## src/shared/msoc_pkg.sv

```systemverilog
// constants, register map and carriers of the measurement slot output block
package msoc_pkg;
    localparam logic [7:0] ADDR_OFFSET_HIGH  = 8'h2C;
    localparam logic [7:0] ADDR_VOLT_LOW     = 8'h2D;
    localparam logic [7:0] ADDR_CURR_LOW     = 8'h2E;
    localparam logic [7:0] ADDR_SPARE_LOW    = 8'h2F;
    localparam logic [7:0] ADDR_ENABLE_SEL   = 8'h31;
    localparam logic [7:0] ADDR_FORMAT       = 8'h40;
    localparam logic [7:0] ADDR_STATUS       = 8'h41;

    localparam logic [7:0] RST_OFFSET_HIGH   = 8'hCF;
    localparam logic [7:0] RST_OFFSET_LOW    = 8'hFF;
    localparam logic [7:0] RST_ENABLE_SEL    = 8'h00;
    localparam logic [7:0] RST_FORMAT        = 8'h0A;

    localparam int VOLT_HIGH_POS   = 6;
    localparam int CURR_HIGH_POS   = 4;
    localparam int SPARE_HIGH_POS  = 2;
    localparam int GROUP_SEL_POS   = 4;
    localparam int TDM_MODE_POS    = 4;
    localparam int RATE48_POS      = 5;
    localparam int VWLEN_POS       = 2;
    localparam int CWLEN_POS       = 0;
    localparam int SWLEN_POS       = 6;

    localparam logic [1:0] SEL_VOLT  = 2'h0;
    localparam logic [1:0] SEL_CURR  = 2'h1;
    localparam logic [1:0] SEL_SPARE = 2'h2;

    localparam int EN_VOLT  = 0;
    localparam int EN_CURR  = 1;
    localparam int EN_SPARE = 2;

    localparam logic [5:0] WLEN16 = 6'h10;
    localparam logic [5:0] WLEN20 = 6'h14;
    localparam logic [5:0] WLEN24 = 6'h18;
    localparam logic [5:0] WLEN32 = 6'h20;

    localparam int OFFSET_W = 10;
    localparam int CHANS    = 4;

    typedef struct packed {
        logic              active;
        logic [OFFSET_W-1:0] offset;
        logic [1:0]        wordLenCode;
    } msoc_group_cfg_s;

    typedef struct packed {
        logic        hit;
        logic [1:0]  chan;
        logic [4:0]  bitIdx;
    } msoc_slot_s;
endpackage

```

## src/rtl/msoc_sync.sv

```systemverilog
// two flip-flop synchroniser for pin inputs
`timescale 1ns/1ps
`default_nettype none
module msoc_sync
    import msoc_pkg::*;
(
    input  wire logic clk,
    input  wire logic rst,
    input  wire logic ce,
    input  wire logic din,
    output logic      dout
);
    logic stage1_r;
    logic stage2_r;
    logic stage1_nxt;
    logic stage2_nxt;

    always_comb begin
        stage1_nxt = stage1_r;
        stage2_nxt = stage2_r;
        if (ce) begin
            stage1_nxt = din;
            stage2_nxt = stage1_r;
        end
    end

    always_ff @(posedge clk) begin
        if (rst) begin
            stage1_r <= 1'b0;
            stage2_r <= 1'b0;
        end else begin
            stage1_r <= stage1_nxt;
            stage2_r <= stage2_nxt;
        end
    end

    assign dout = stage2_r;
endmodule
`default_nettype wire

```

## src/rtl/msoc_group_slot.sv

```systemverilog
// finds whether a frame bit falls in one group's four channel slots
`timescale 1ns/1ps
`default_nettype none
module msoc_group_slot
    import msoc_pkg::*;
(
    input  wire msoc_group_cfg_s cfg,
    input  wire logic [10:0]     bitPos,
    output msoc_slot_s           slot
);
    logic [5:0]  wordLen;
    logic [11:0] rel;
    logic [11:0] span;

    always_comb begin
        case (cfg.wordLenCode)
            2'h0:    wordLen = WLEN16;
            2'h1:    wordLen = WLEN20;
            2'h2:    wordLen = WLEN24;
            default: wordLen = WLEN32;
        endcase
        // signed-free compare: position before offset never hits
        rel  = {1'b0, bitPos} - {2'h0, cfg.offset};
        span = {6'h00, wordLen} << 2;
        slot.hit    = 1'b0;
        slot.chan   = 2'h0;
        slot.bitIdx = 5'h00;
        if (cfg.active && ({1'b0, bitPos} >= {2'h0, cfg.offset})
            && (rel < span)) begin
            slot.hit = 1'b1;
            if (rel < {6'h00, wordLen}) begin
                slot.chan   = 2'h0;
                slot.bitIdx = 5'(rel);
            end else if (rel < ({6'h00, wordLen} << 1)) begin
                slot.chan   = 2'h1;
                slot.bitIdx = 5'(rel - {6'h00, wordLen});
            end else if (rel < ({6'h00, wordLen} * 3)) begin
                slot.chan   = 2'h2;
                slot.bitIdx = 5'(rel - ({6'h00, wordLen} << 1));
            end else begin
                slot.chan   = 2'h3;
                slot.bitIdx = 5'(rel - ({6'h00, wordLen} * 3));
            end
        end
    end
endmodule
`default_nettype wire

```

## src/rtl/msoc_slot_output.sv

```systemverilog
// measurement slot placement and register file for the serial output
//
// Functional notes
// - non-TDM sends one group: 00 voltage, 01 current, 10 spare.
// - enable field 0000 sends no measurement data.
// - enable bit 0 sends voltage channels 1-4.
// - enable bit 1 sends current channels 1-4.
// - enable bit 2 sends spare channels 1-4.
// - voltage offset is high bits 7-6 plus its low register.
// - current offset is high bits 5-4 plus its low register.
// - spare offset is high bits 3-2 plus its low register.
// - offset counts bit clocks from frame start to group start.
// - offset linear, zero no delay, up to 1023 cycles.
// - voltage and spare offsets reset to maximum 1023.
// - current offset resets to 255.
// - enable and group select reset to zero.
// - non-TDM never sends current and voltage together.
// - word length code 00/01/10/11 gives 16/20/24/32 bits.
// - voltage data only sent at 48 kHz rate.
`timescale 1ns/1ps
`default_nettype none
module msoc_slot_output
    import msoc_pkg::*;
(
    input  wire logic        clk,
    input  wire logic        rst,
    input  wire logic        ce,
    input  wire logic [7:0]  regAddr,
    input  wire logic [7:0]  regWrData,
    input  wire logic        regWrStb,
    input  wire logic        regRdStb,
    output logic      [7:0]  regRdData,
    input  wire logic        bitClock,
    input  wire logic        frameClock,
    input  wire logic [31:0] voltageSample,
    input  wire logic [31:0] currentSample,
    input  wire logic [31:0] spareSample,
    output logic      [1:0]  sampleChan,
    output logic             serialMeasurementOutput,
    output logic             serialMeasurementOutputEn
);
    logic [7:0] offsetHigh_r;
    logic [7:0] voltLow_r;
    logic [7:0] currLow_r;
    logic [7:0] spareLow_r;
    logic [7:0] enableSel_r;
    logic [7:0] format_r;
    logic [7:0] rdData_r;
    logic [7:0] offsetHigh_nxt;
    logic [7:0] voltLow_nxt;
    logic [7:0] currLow_nxt;
    logic [7:0] spareLow_nxt;
    logic [7:0] enableSel_nxt;
    logic [7:0] format_nxt;
    logic [7:0] rdData_nxt;

    logic bitClockSync;
    logic frameClockSync;
    logic bitClockPrev_r;
    logic frameClockPrev_r;
    logic bitClockPrev_nxt;
    logic frameClockPrev_nxt;
    logic [10:0] bitPos_r;
    logic [10:0] bitPos_nxt;
    logic [10:0] curPos;
    logic        sdo_r;
    logic        sdoEn_r;
    logic [1:0]  chan_r;
    logic        sdo_nxt;
    logic        sdoEn_nxt;
    logic [1:0]  chan_nxt;

    logic [3:0]  txEnable;
    logic [1:0]  groupSel;
    logic        tdmMode;
    logic        rate48;
    logic        fallEdge;
    logic        frameStart;
    msoc_group_cfg_s voltCfg;
    msoc_group_cfg_s currCfg;
    msoc_group_cfg_s spareCfg;
    msoc_slot_s      voltSlot;
    msoc_slot_s      currSlot;
    msoc_slot_s      spareSlot;

    assign txEnable = enableSel_r[3:0];
    assign groupSel = enableSel_r[GROUP_SEL_POS +: 2];
    assign tdmMode  = format_r[TDM_MODE_POS];
    assign rate48   = format_r[RATE48_POS];

    // register file
    always_comb begin
        offsetHigh_nxt = offsetHigh_r;
        voltLow_nxt    = voltLow_r;
        currLow_nxt    = currLow_r;
        spareLow_nxt   = spareLow_r;
        enableSel_nxt  = enableSel_r;
        format_nxt     = format_r;
        rdData_nxt     = 8'h00;
        if (regWrStb) begin
            case (regAddr)
                ADDR_OFFSET_HIGH: offsetHigh_nxt = regWrData;
                ADDR_VOLT_LOW:    voltLow_nxt    = regWrData;
                ADDR_CURR_LOW:    currLow_nxt    = regWrData;
                ADDR_SPARE_LOW:   spareLow_nxt   = regWrData;
                ADDR_ENABLE_SEL:  enableSel_nxt  = regWrData;
                ADDR_FORMAT:      format_nxt     = regWrData;
                default:          ;
            endcase
        end
        if (regRdStb) begin
            case (regAddr)
                ADDR_OFFSET_HIGH: rdData_nxt = offsetHigh_r;
                ADDR_VOLT_LOW:    rdData_nxt = voltLow_r;
                ADDR_CURR_LOW:    rdData_nxt = currLow_r;
                ADDR_SPARE_LOW:   rdData_nxt = spareLow_r;
                ADDR_ENABLE_SEL:  rdData_nxt = enableSel_r;
                ADDR_FORMAT:      rdData_nxt = format_r;
                ADDR_STATUS:      rdData_nxt = {sdoEn_r, chan_r,
                                                bitPos_r[4:0]};
                default:          rdData_nxt = 8'h00;
            endcase
        end
    end

    always_ff @(posedge clk) begin
        if (rst) begin
            offsetHigh_r <= RST_OFFSET_HIGH;
            voltLow_r    <= RST_OFFSET_LOW;
            currLow_r    <= RST_OFFSET_LOW;
            spareLow_r   <= RST_OFFSET_LOW;
            enableSel_r  <= RST_ENABLE_SEL;
            format_r     <= RST_FORMAT;
            rdData_r     <= 8'h00;
        end else if (ce) begin
            offsetHigh_r <= offsetHigh_nxt;
            voltLow_r    <= voltLow_nxt;
            currLow_r    <= currLow_nxt;
            spareLow_r   <= spareLow_nxt;
            enableSel_r  <= enableSel_nxt;
            format_r     <= format_nxt;
            rdData_r     <= rdData_nxt;
        end
    end

    assign regRdData = rdData_r;

    // pin sampling
    msoc_sync u_bclkSync (
        .clk  (clk),
        .rst  (rst),
        .ce   (ce),
        .din  (bitClock),
        .dout (bitClockSync)
    );
    msoc_sync u_fsyncSync (
        .clk  (clk),
        .rst  (rst),
        .ce   (ce),
        .din  (frameClock),
        .dout (frameClockSync)
    );

    // group configuration
    always_comb begin
        voltCfg.offset  = {offsetHigh_r[VOLT_HIGH_POS +: 2], voltLow_r};
        currCfg.offset  = {offsetHigh_r[CURR_HIGH_POS +: 2], currLow_r};
        spareCfg.offset = {offsetHigh_r[SPARE_HIGH_POS +: 2],
                           spareLow_r};
        voltCfg.wordLenCode  = format_r[VWLEN_POS +: 2];
        currCfg.wordLenCode  = format_r[CWLEN_POS +: 2];
        spareCfg.wordLenCode = format_r[SWLEN_POS +: 2];
        if (tdmMode) begin
            // voltage exists only at the 48 kHz rate
            voltCfg.active  = txEnable[EN_VOLT] && rate48;
            currCfg.active  = txEnable[EN_CURR];
            spareCfg.active = txEnable[EN_SPARE];
        end else begin
            // one group only, so outputs never collide
            voltCfg.active  = (txEnable != 4'h0) && rate48
                              && (groupSel == SEL_VOLT);
            currCfg.active  = (txEnable != 4'h0)
                              && (groupSel == SEL_CURR);
            spareCfg.active = (txEnable != 4'h0)
                              && (groupSel == SEL_SPARE);
        end
    end

    msoc_group_slot u_voltSlot (
        .cfg    (voltCfg),
        .bitPos (curPos),
        .slot   (voltSlot)
    );
    msoc_group_slot u_currSlot (
        .cfg    (currCfg),
        .bitPos (curPos),
        .slot   (currSlot)
    );
    msoc_group_slot u_spareSlot (
        .cfg    (spareCfg),
        .bitPos (curPos),
        .slot   (spareSlot)
    );

    // frame bit counter and serialiser
    assign fallEdge   = bitClockPrev_r && !bitClockSync;
    assign frameStart = frameClockSync && !frameClockPrev_r;

    // slots look up the bit being launched, not the one just sent
    always_comb begin
        curPos = bitPos_r;
        // counter saturates so a missing frame edge stays silent
        if (frameStart) begin
            curPos = 11'h000;
        end else if (bitPos_r != 11'h7FF) begin
            curPos = bitPos_r + 11'h001;
        end
    end

    always_comb begin
        bitClockPrev_nxt   = bitClockSync;
        frameClockPrev_nxt = frameClockPrev_r;
        bitPos_nxt         = bitPos_r;
        sdo_nxt            = sdo_r;
        sdoEn_nxt          = sdoEn_r;
        chan_nxt           = chan_r;
        if (fallEdge) begin
            frameClockPrev_nxt = frameClockSync;
            bitPos_nxt         = curPos;
            sdo_nxt   = 1'b0;
            sdoEn_nxt = 1'b0;
            if (voltSlot.hit) begin
                sdoEn_nxt = 1'b1;
                chan_nxt  = voltSlot.chan;
                sdo_nxt   = voltageSample[5'h1F - voltSlot.bitIdx];
            end else if (currSlot.hit) begin
                sdoEn_nxt = 1'b1;
                chan_nxt  = currSlot.chan;
                sdo_nxt   = currentSample[5'h1F - currSlot.bitIdx];
            end else if (spareSlot.hit) begin
                sdoEn_nxt = 1'b1;
                chan_nxt  = spareSlot.chan;
                sdo_nxt   = spareSample[5'h1F - spareSlot.bitIdx];
            end
        end
    end

    always_ff @(posedge clk) begin
        if (rst) begin
            bitClockPrev_r   <= 1'b0;
            frameClockPrev_r <= 1'b0;
            bitPos_r         <= 11'h7FF;
            sdo_r            <= 1'b0;
            sdoEn_r          <= 1'b0;
            chan_r           <= 2'h0;
        end else if (ce) begin
            bitClockPrev_r   <= bitClockPrev_nxt;
            frameClockPrev_r <= frameClockPrev_nxt;
            bitPos_r         <= bitPos_nxt;
            sdo_r            <= sdo_nxt;
            sdoEn_r          <= sdoEn_nxt;
            chan_r           <= chan_nxt;
        end
    end

    assign serialMeasurementOutput   = sdo_r;
    assign serialMeasurementOutputEn = sdoEn_r;
    assign sampleChan                = chan_r;
endmodule
`default_nettype wire

```

## config.mk

```make
export PLATFORM = sky130hd
export DESIGN_NAME = msoc_slot_output
export DESIGN_NICKNAME = d
export VERILOG_FILES = /design/src/shared/msoc_pkg.sv /design/src/rtl/msoc_sync.sv /design/src/rtl/msoc_group_slot.sv /design/src/rtl/msoc_slot_output.sv
export SDC_FILE = /design/constraint.sdc
export NUM_CORES = 1
export LEC_CHECK = 0
export ABC_AREA = 1
export ABC_CLOCK_PERIOD_IN_PS = 5570
export BUFFER_PORTS_ARGS = -buffer_cell sky130_fd_sc_hd__buf_2
export CAP_MARGIN = 10
export CORE_MARGIN = 3
export CORE_UTILIZATION = 60
export DETAILED_ROUTE_END_ITERATION = 7
export PLACE_DENSITY = 0.83
export SYNTH_ARGS = -nofsm -noshare
export SYNTH_HDL_FRONTEND = slang
export SYNTH_HIERARCHICAL = 1
export SYNTH_SLANG_ARGS = --single-unit
```

## constraint.sdc

```tcl
create_clock -name clk -period 5.57 [get_ports clk]
set_clock_uncertainty 0.1 [all_clocks]
set_input_delay 0.557 -clock clk [delete_from_list [all_inputs] [get_ports clk]]
set_output_delay 0.557 -clock clk [all_outputs]
set_load 0.01 [all_outputs]
```

==> metrics.md, run 1 <==
| Metric | Value |
|---|---|
| Pin count of the biggest net entering global routing | `38` |
| Final setup margin | `0.441 ns` |
| Main combinational cell family by area after synthesis | `simple AND/OR/NAND/NOR gates` |
| H-tree levels | `3` |
| DR WL/cell | `14.0 um` |
| Power, Total | `2400 uW` |
| Final Hold Fails | `0` |
| Layout area overhead | `14.6%` |
| Die H | `129 um` |
| Row cnt | `44` |
| Drt drc | `0` |
| Adder-Cell Fraction of Synth Area | `0.144` |
| Post-route minimum period | `5.13 ns` |
| Mapped Cells | `1,497` |
| Initial antenna violation count | `0` |
| Final Setup Violations | `0` |
| Drt pass-1 iters | `5` |
| Final Slew Violations | `0` |
| IO buf count | `130` |
| Area of the core | `14,600 sq um` |
| Ys async rst share | `0` |
| Top Ports | `131` |
| Ys Warns | `6` |
| Crit path required time | `5.71 ns` |
| Crit end category | `flip-flop` |
| RR Endpoint | `serialMeasurementOutput$_SDFFE_PP0P_` |
| CTS Buf Count | `9` |
| RePlAce Congestion | `0.928` |
| Clk pin slew, worst setup/hold paths | `0.07 ns` |
| Starting density of the core | `0.616` |
| Period utilisation layout | `0.921` |
| Mux contribution to synthesized area | `0.00222` |
| Largest stage delay, worst path | `0.45 ns` |
| CTS sink cnt | `77` |
| Most frequent cells in the layout | `nand2_1, inv_1, nand3_1` |
| Clock Latency Late Sink | `0.35 ns` |
| Clk buf depth | `2` |
| Worst hold path class | `reg2reg` |
| Fmax | `0.195 GHz` |
| R2r worst-path depth | `35` |
| Iteration-0 DRC Markers | `753` |
| EDFF count, synth | `0` |
| CP Launch Type | `flip-flop` |
| Worst Hold Launch | `bitClockPrev_r$_SDFFE_PP0P_` |
| Nets | `1,853` |
| Root buf cell | `clkbuf_16` |
| Status | `finished clean` |
| Worst Hold Depth | `2` |
| Dpl ws | `0.0879 ns` |
| Power Density | `232 nW/um^2` |
| Die area | `16,500 sq um` |
| Number of distinct library cells after synthesis | `46` |
| Setup CP Type | `reg2reg` |
| Worst Tran Pin Value | `1.16 ns` |
| Ant diodes | `0` |
| WP data arrival | `5.27 ns` |
| Reg-to-reg slack, setup | `0.44 ns` |
| Crit path max-delay cell type | `fa_1` |
| Design area | `10,300 sq um` |
| Hold EP | `bitClockPrev_r$_SDFFE_PP0P_` |
| Util after Layout | `0.707` |
| TritonCTS clock tree | `yes` |
| Final HPWL from detailed placement | `20.2 mm` |
| Total number of vias | `9,732` |
| LEAKAGE | `0.00588 uW` |
| Commonest non-fill, non-tap cell in the layout | `nand2_1` |
| # fillers | `1,304` |
| DRT Wirelength | `25.4 mm` |
| Cell area after synthesis | `9020 sq um` |
| Most used cell, CP | `nand2_1` |
| Slew margin rel. | `0.222` |
| Complex-gate fraction of the synthesized area | `0.125` |
| Reg2reg start | `bitPos_r[0]$_SDFFE_PP1P_` |
| Layout cells sized above 1 | `0.168` |
| Synth Area per Inst | `6.03 sq um` |
| Global-route wire length before repair | `40.5 mm` |
| Yosys reg bits | `77` |
| Maxcap violations | `0` |
| Post-place instance area | `9840 sq um` |
| Vias in the first global route | `8,751` |
| Overall Global Routing Usage | `0.297` |
| Seq/Total Area, Yosys | `0.171` |
| CP Max Fanout | `8` |
| ANT nets after route | `0` |
| Vias per cell | `5.34` |
| Ys flop type | `dfxtp_1` |
| Peak supply drop | `0.231 mV` |
| Synth Net Count | `1,716` |
| Total gr overflow | `0` |
| Die X-Extent | `129 um` |
| XOR/XNOR Fraction of Synth Area | `0.0272` |
| Post-Synth Simple-Gate Area | `0.401` |
cell type report:
cell class / count / area, sq um / share of cell area
clock buffers: 10 / 229 / 0.0221
repair buffers: 153 / 827 / 0.0799
well taps: 184 / 230 / 0.0223
flip-flops and latches: 77 / 1540 / 0.149
inverters: 276 / 1040 / 0.101
clock inverters: 5 / 61.3 / 0.00593
multi-input cells: 1116 / 6410 / 0.619
repair inverters: 1 / 7.51 / 0.000726
cell families after synthesis:
logic type / count (synthesis)
AO/OA/AOI/OAI: 200
multiplexers: 2
buffers and inverters: 304
adder cells (fa/ha/maj): 100
flip-flops: 77
AND/OR/NAND/NOR: 786
XOR/XNOR: 28
worst max path at each step:
| stage | start | to | cells after the start |
|---|---|---|---|
| 2_1_floorplan | bitPos_r[0]$_SDFFE_PP1P_ | serialMeasurementOutput$_SDFFE_PP0P_ | 36 |
| 3_3_place_gp | bitPos_r[0]$_SDFFE_PP1P_ | serialMeasurementOutput$_SDFFE_PP0P_ | 33 |
| 3_5_place_dp | bitPos_r[0]$_SDFFE_PP1P_ | serialMeasurementOutput$_SDFFE_PP0P_ | 33 |
| 4_1_cts | bitPos_r[0]$_SDFFE_PP1P_ | serialMeasurementOutput$_SDFFE_PP0P_ | 33 |
| 5_1_grt | bitPos_r[1]$_SDFFE_PP1P_ | serialMeasurementOutput$_SDFFE_PP0P_ | 38 |
| 6_report | bitPos_r[0]$_SDFFE_PP1P_ | serialMeasurementOutput$_SDFFE_PP0P_ | 35 |
Yosys cell counts (7+ instances only):
cell type	count	area (sq um)
nor2_1	92	345
o21ai_1	12	60.1
nand4_1	16	100
buf_2	13	65.1
xor2_1	11	96.3
nor2_4	10	113
dfxtp_1	77	1540
nand3_1	153	766
inv_1	259	972
o21ai_0	61	305
a21oi_2	12	105
a21oi_1	81	405
xnor2_1	17	149
nor2_2	9	56.3
nand3b_1	8	60.1
inv_2	15	56.3
ha_1	94	1180
nand2_2	11	68.8
nand2_1	447	1680
o21bai_1	7	52.6
o211ai_1	13	97.6
nand3_2	17	170
clkbuf_1	12	45.0
per-layer routing:
metal  vias to the layer above  global-route usage  part of all wire
li1                       5037                   -                 -
met5                         -                   0                 0
met4                         0               0.135             0.043
met3                        70              0.0436             0.081
met1                      4217               0.378              0.43
met2                       408               0.498              0.44
flip-flops by register name, summed over array words and instances, names as in the netlist:
name and count:
format_r 8, u_bclkSync/stage1_r 1, currLow_r 8, serialMeasurementOutputEn 1, frameClockPrev_r 1, u_fsyncSync/dout 1, u_bclkSync/dout 1, voltLow_r 8
spareLow_r 8, bitClockPrev_r 1, regRdData 8, u_fsyncSync/stage1_r 1, enableSel_r 8, sampleChan 2, offsetHigh_r 8, serialMeasurementOutput 1
bitPos_r 11
stage by stage:
stage / std cells / hold WS [ns] / TNS (ns)
2_1_floorplan: 1497 / 0.329 / 0
3_3_place_gp: 1792 / 0.345 / 0
3_5_place_dp: 1792 / 0.347 / 0
4_1_cts: 1807 / 0.363 / 0
5_1_grt: 1822 / 0.383 / -0.0361
6_report: 1822 / 0.360 / 0
critical path: cells and delay by family (launching register included):
kind | cells | cell delay [ns]
AND/OR/NAND/NOR | 23 | 2.21
adder cells (fa/ha/maj) | 3 | 1.00
AO/OA/AOI/OAI | 4 | 0.56
buffers and inverters | 4 | 0.46
flip-flops | 1 | 0.40
XOR/XNOR | 1 | 0.30
where the power goes:
part	total, uW	internal (uW)	switching [uW]
Clock	590	346	244
Sequential	565	558	6.63
Combinational	1250	451	799
Total	2400	1360	1050
repair_timing:
action / in CTS / in global routing
hold buffers: 0 / 0
gates resized for setup: 0 / 22
buffers inserted: 0 / 14
setup endpoints to repair: 0 / 3
No activity file was read; power rests on OpenSTA's default activity.
==> run 2, diff against run 1 <==
- ABC_AREA: 1 -> not set
- CORE_UTILIZATION: 60 -> 59
==> metrics.md, run 2 <==
| Metric | Value |
|---|---|
| Final setup margin | `-0.224 ns (-0.665 ns)` |
| Clock power share | `0.278 (+0.033)` |
| LEAKAGE | `0.00470 uW (-20%)` |
| Pin count of the biggest net entering global routing | `78 (+110%)` |
| Initial antenna violation count | `0 (unchanged)` |
| Most frequent cells in the layout | `buf_2, ha_1, buf_4` |
| Ys Warns | `6 (unchanged)` |
| Adder-Cell Fraction of Synth Area | `0.158 (+0.0142)` |
| Maxcap violations | `0 (unchanged)` |
| Post-route minimum period | `5.79 ns (+0.665 ns)` |
| Mapped Cells | `977 (-35%)` |
| Number of distinct library cells after synthesis | `87 (+89%)` |
| Complex-gate fraction of the synthesized area | `0.203 (+0.0780)` |
| Ys async rst share | `0 (unchanged)` |
| Main combinational cell family by area after synthesis | `simple AND/OR/NAND/NOR gates` |
| Cell area after synthesis | `8340 sq um (-7.6%)` |
| Layout cells sized above 1 | `0.288 (+0.120)` |
| Root buf cell | `clkbuf_16` |
| Post-place instance area | `9530 sq um (-3.1%)` |
| RSZ-0062 raised after global routing | `yes` |
| IO buf count | `130 (unchanged)` |
| Largest Register | `bitPos_r` |
| Ys flop type | `dfxtp_1` |
| Failing checks | `negative setup slack` |
| Starting density of the core | `0.615 (-0.00102)` |
| Mux contribution to synthesized area | `0.138 (+0.136)` |
| Seq/Total Area, Yosys | `0.185 (+0.0140)` |
| Final HPWL from detailed placement | `19.2 mm (-5.0%)` |
| CP Max Fanout | `7 (-1)` |
| WP data arrival | `5.90 ns (+0.63 ns)` |
| Yosys reg bits | `77 (unchanged)` |
| XOR/XNOR Fraction of Synth Area | `0.0399 (+0.0127)` |
| Crit-path cells | `ha_4 -> and4_1 -> nand4_1 -> buf_6 -> and2_1 -> xnor2_1 -> nor2_1 -> ha_1 -> a21o_1 -> a21oi_2 -> a21oi_1 -> nand3b_1 -> ha_2 -> or4b_4 -> a211oi_2 -> nand3_2 -> buf_6 -> a311oi_4 -> mux4_2 -> mux4_2 -> nor3_2 -> or4_4 -> a41oi_2` |
| Reg-to-reg slack, setup | `-0.22 ns (-0.67 ns)` |
| Commonest non-fill, non-tap cell in the layout | `buf_2` |
| CP Launch Type | `flip-flop` |
| Largest stage delay, worst path | `0.54 ns (+0.09 ns)` |
| Power Density | `227 nW/um^2 (-2.2%)` |
| Area of the core | `13,600 sq um (-7.4%)` |
| Crit path max-delay cell type | `or4b_4` |
| Slew margin rel. | `0.366 (+0.144)` |
| Total gr overflow | `0 (unchanged)` |
| Final Slew Violations | `0 (unchanged)` |
| Fin Hold WS | `0.362 ns (+0.00179 ns)` |
| Most frequent cell after synthesis | `ha_1` |
| Drt drc | `0 (unchanged)` |
| Period utilisation layout | `1.04 (+0.119)` |
| Worst Hold Depth | `2 (unchanged)` |
| Crit end category | `flip-flop` |
| Clock Latency Late Sink | `0.34 ns (about the same)` |
| Hold EP | `frameClockPrev_r$_SDFFE_PP0P_` |
| Clk pin slew, worst setup/hold paths | `0.07 ns (about the same)` |
| Top post-synthesis cells by area | `dfxtp_1, ha_1, mux4_2` |
| EDFF count, synth | `0 (unchanged)` |
| Status | `finished with violations` |
| RR Endpoint | `serialMeasurementOutput$_SDFFE_PP0P_` |
| Fmax | `0.173 GHz (-11%)` |
| Largest register FFs | `11 (unchanged)` |
| Combinational share of power | `0.482 (-0.038)` |
| Vias per cell | `6.40 (+20%)` |
| Overall Global Routing Usage | `0.306 (+0.00860)` |
| Vias in the first global route | `7,986 (-8.7%)` |
| Worst hold path class | `reg2reg` |
| Die H | `125 um (-2.9%)` |
| Design area | `10,100 sq um (-1.9%)` |
| Net Sw Power | `822 uW (-22%)` |
| Sw Share | `0.357 (-0.0795)` |
| Final Hold Fails | `0 (unchanged)` |
| R2r worst-path depth | `23 (-34%)` |
| Final Setup Violations | `1 (+1)` |
| Setup CP Type | `reg2reg` |
| TritonCTS clock tree | `yes` |
| Crit path required time | `5.68 ns (-0.03 ns)` |
| Top Ports | `131 (unchanged)` |
| Power, Total | `2310 uW (-4.1%)` |
| Drt pass-1 iters | `6 (+1)` |
| CTS Hold Bufs | `0 (unchanged)` |
| Clk buf depth | `2 (unchanged)` |
| Worst Hold Launch | `frameClockPrev_r$_SDFFE_PP0P_` |
| Nets | `1,377 (-26%)` |
| Layout area overhead | `21.6%` |
| Post-Synth Simple-Gate Area | `0.207 (-0.194)` |
| Post-synth top area share | `0.185 (-0.00112)` |
| Reg2reg start | `bitPos_r[1]$_SDFFE_PP1P_` |
| H-tree levels | `3 (unchanged)` |
| Internal Power | `1480 uW (+9.4%)` |
| DR WL/cell | `19.2 um (+37%)` |
| Total number of vias | `8,574 (-12%)` |
| Iteration-0 DRC Markers | `929 (+23%)` |
| Reg power frac | `0.241 (+0.006)` |
| Die X-Extent | `125 um (-2.9%)` |
| Peak supply drop | `0.240 mV (+3.9%)` |
| Global-route wire length before repair | `40.0 mm (-1.1%)` |
| ANT nets after route | `0 (unchanged)` |
| Synth Area per Inst | `8.54 sq um (+42%)` |
| CTS sink cnt | `77 (unchanged)` |
| RePlAce Congestion | `0.959 (+3.3%)` |
| Die area | `15,600 sq um (-5.7%)` |
| Row cnt | `42 (-4.5%)` |
| Synth Net Count | `1,196 (-30%)` |
| Most frequent cells after synthesis | `ha_1, inv_1, dfxtp_1` |
| Worst Tran Pin Value | `0.947 ns (-0.211 ns)` |
| DRT Wirelength | `25.7 mm (+1.1%)` |
| CTS Buf Count | `9 (unchanged)` |
| Cell taking the most area after synthesis | `dfxtp_1` |
## run 2: cell types whose count changed in the layout (fill, tap and decap cells not counted), moves of 21 or more
| cell | before | now |
|---|---|---|
| a211o_1 | 0 | 27 |
| a21oi_1 | 79 | 58 |
| mux4_2 | 0 | 23 |
| buf_4 | 22 | 87 |
| mux2i_1 | 2 | 31 |
| nor2_1 | 91 | 69 |
| inv_1 | 256 | 84 |
| nor2b_1 | 0 | 25 |
| nand3_1 | 153 | 19 |
| nand2b_1 | 0 | 27 |
| nand2_1 | 447 | 64 |
| o21ai_0 | 61 | 23 |
## run 2: power groups by stage
stage | registers, uW | logic (uW) | clock network, uW
after floorplan | 567 | 681 | 0
after global placement | 567 | 991 | 0
after detailed placement | 567 | 1020 | 0
after CTS | 555 | 1060 | 636
after global routing | 555 | 1210 | 660
final | 555 | 1110 | 640
## run 2: metrics by stage
stage	std cells	setup WS [ns]	util	setup TNS, ns
floorplan	977	0.0171	-	0
global placement	1305	0.00250	0.703	0
detailed placement	1305	-0.197	0.703	-0.197
CTS	1331	0.0125	0.737	0
global route	1339	-0.356	0.748	-0.356
finish	1340	-0.224	0.748	-0.224
## run 2: how the worst max path moves through the flow
stage	cells after the start	to	slack (ns)	start
floorplan	24	serialMeasurementOutput$_SDFFE_PP0P_	0.02	bitPos_r[1]$_SDFFE_PP1P_
CTS	24	serialMeasurementOutput$_SDFFE_PP0P_	0.01	bitPos_r[1]$_SDFFE_PP1P_
finish	23	serialMeasurementOutput$_SDFFE_PP0P_	-0.22	bitPos_r[1]$_SDFFE_PP1P_
global route	25	serialMeasurementOutput$_SDFFE_PP0P_	-0.36	bitPos_r[1]$_SDFFE_PP1P_
detailed placement	24	serialMeasurementOutput$_SDFFE_PP0P_	-0.20	bitPos_r[1]$_SDFFE_PP1P_
global placement	23	serialMeasurementOutput$_SDFFE_PP0P_	0.002	bitPos_r[1]$_SDFFE_PP1P_
## run 2: what timing repair did
| item | CTS | global route |
|---|---|---|
| buffers inserted | 10 | 8 |
| gates cloned | 0 | 0 |
| resized for setup | 16 | 25 |
| pin swaps | 14 | 23 |
| endpoints found under the setup margin | 1 | 1 |
## run 2: kinds of logic after synthesis
family | count (synthesis)
xor gates and xnor gates | 38
buffers and inverters | 137
DFF | 77
adders and majority gates | 102
AOI/OAI and AO/OA | 232
muxes | 73
and+or+nand+nor | 318
## run 2: area by class of cell
cell class / instances / area, sq um
diodes: 1 / 2.50
clock buffers: 9 / 225
clock inverters: 7 / 97.6
fillers: 935 / 3410
inverters: 85 / 319
multi-input cells: 763 / 6380
flip-flops and latches: 77 / 1540
well taps: 176 / 220
repair buffers: 222 / 1360
## run 2: metal layers
layer,share of wire,track usage,vias up
met1,0.39,0.392,4007
met4,0.049,0.117,0
met2,0.47,0.516,519
li1,-,-,3932
met3,0.090,0.0540,116
met5,0,0,-
## run 2: worst max-delay path: cells and delay by family, from the launching register on
family | cells | cell delay, ns
xor gates and xnor gates | 1 | 0.27
adders and majority gates | 3 | 0.74
and+or+nand+nor | 9 | 1.90
AOI/OAI and AO/OA | 6 | 1.07
muxes | 2 | 0.87
DFF | 1 | 0.36
buffers and inverters | 2 | 0.34
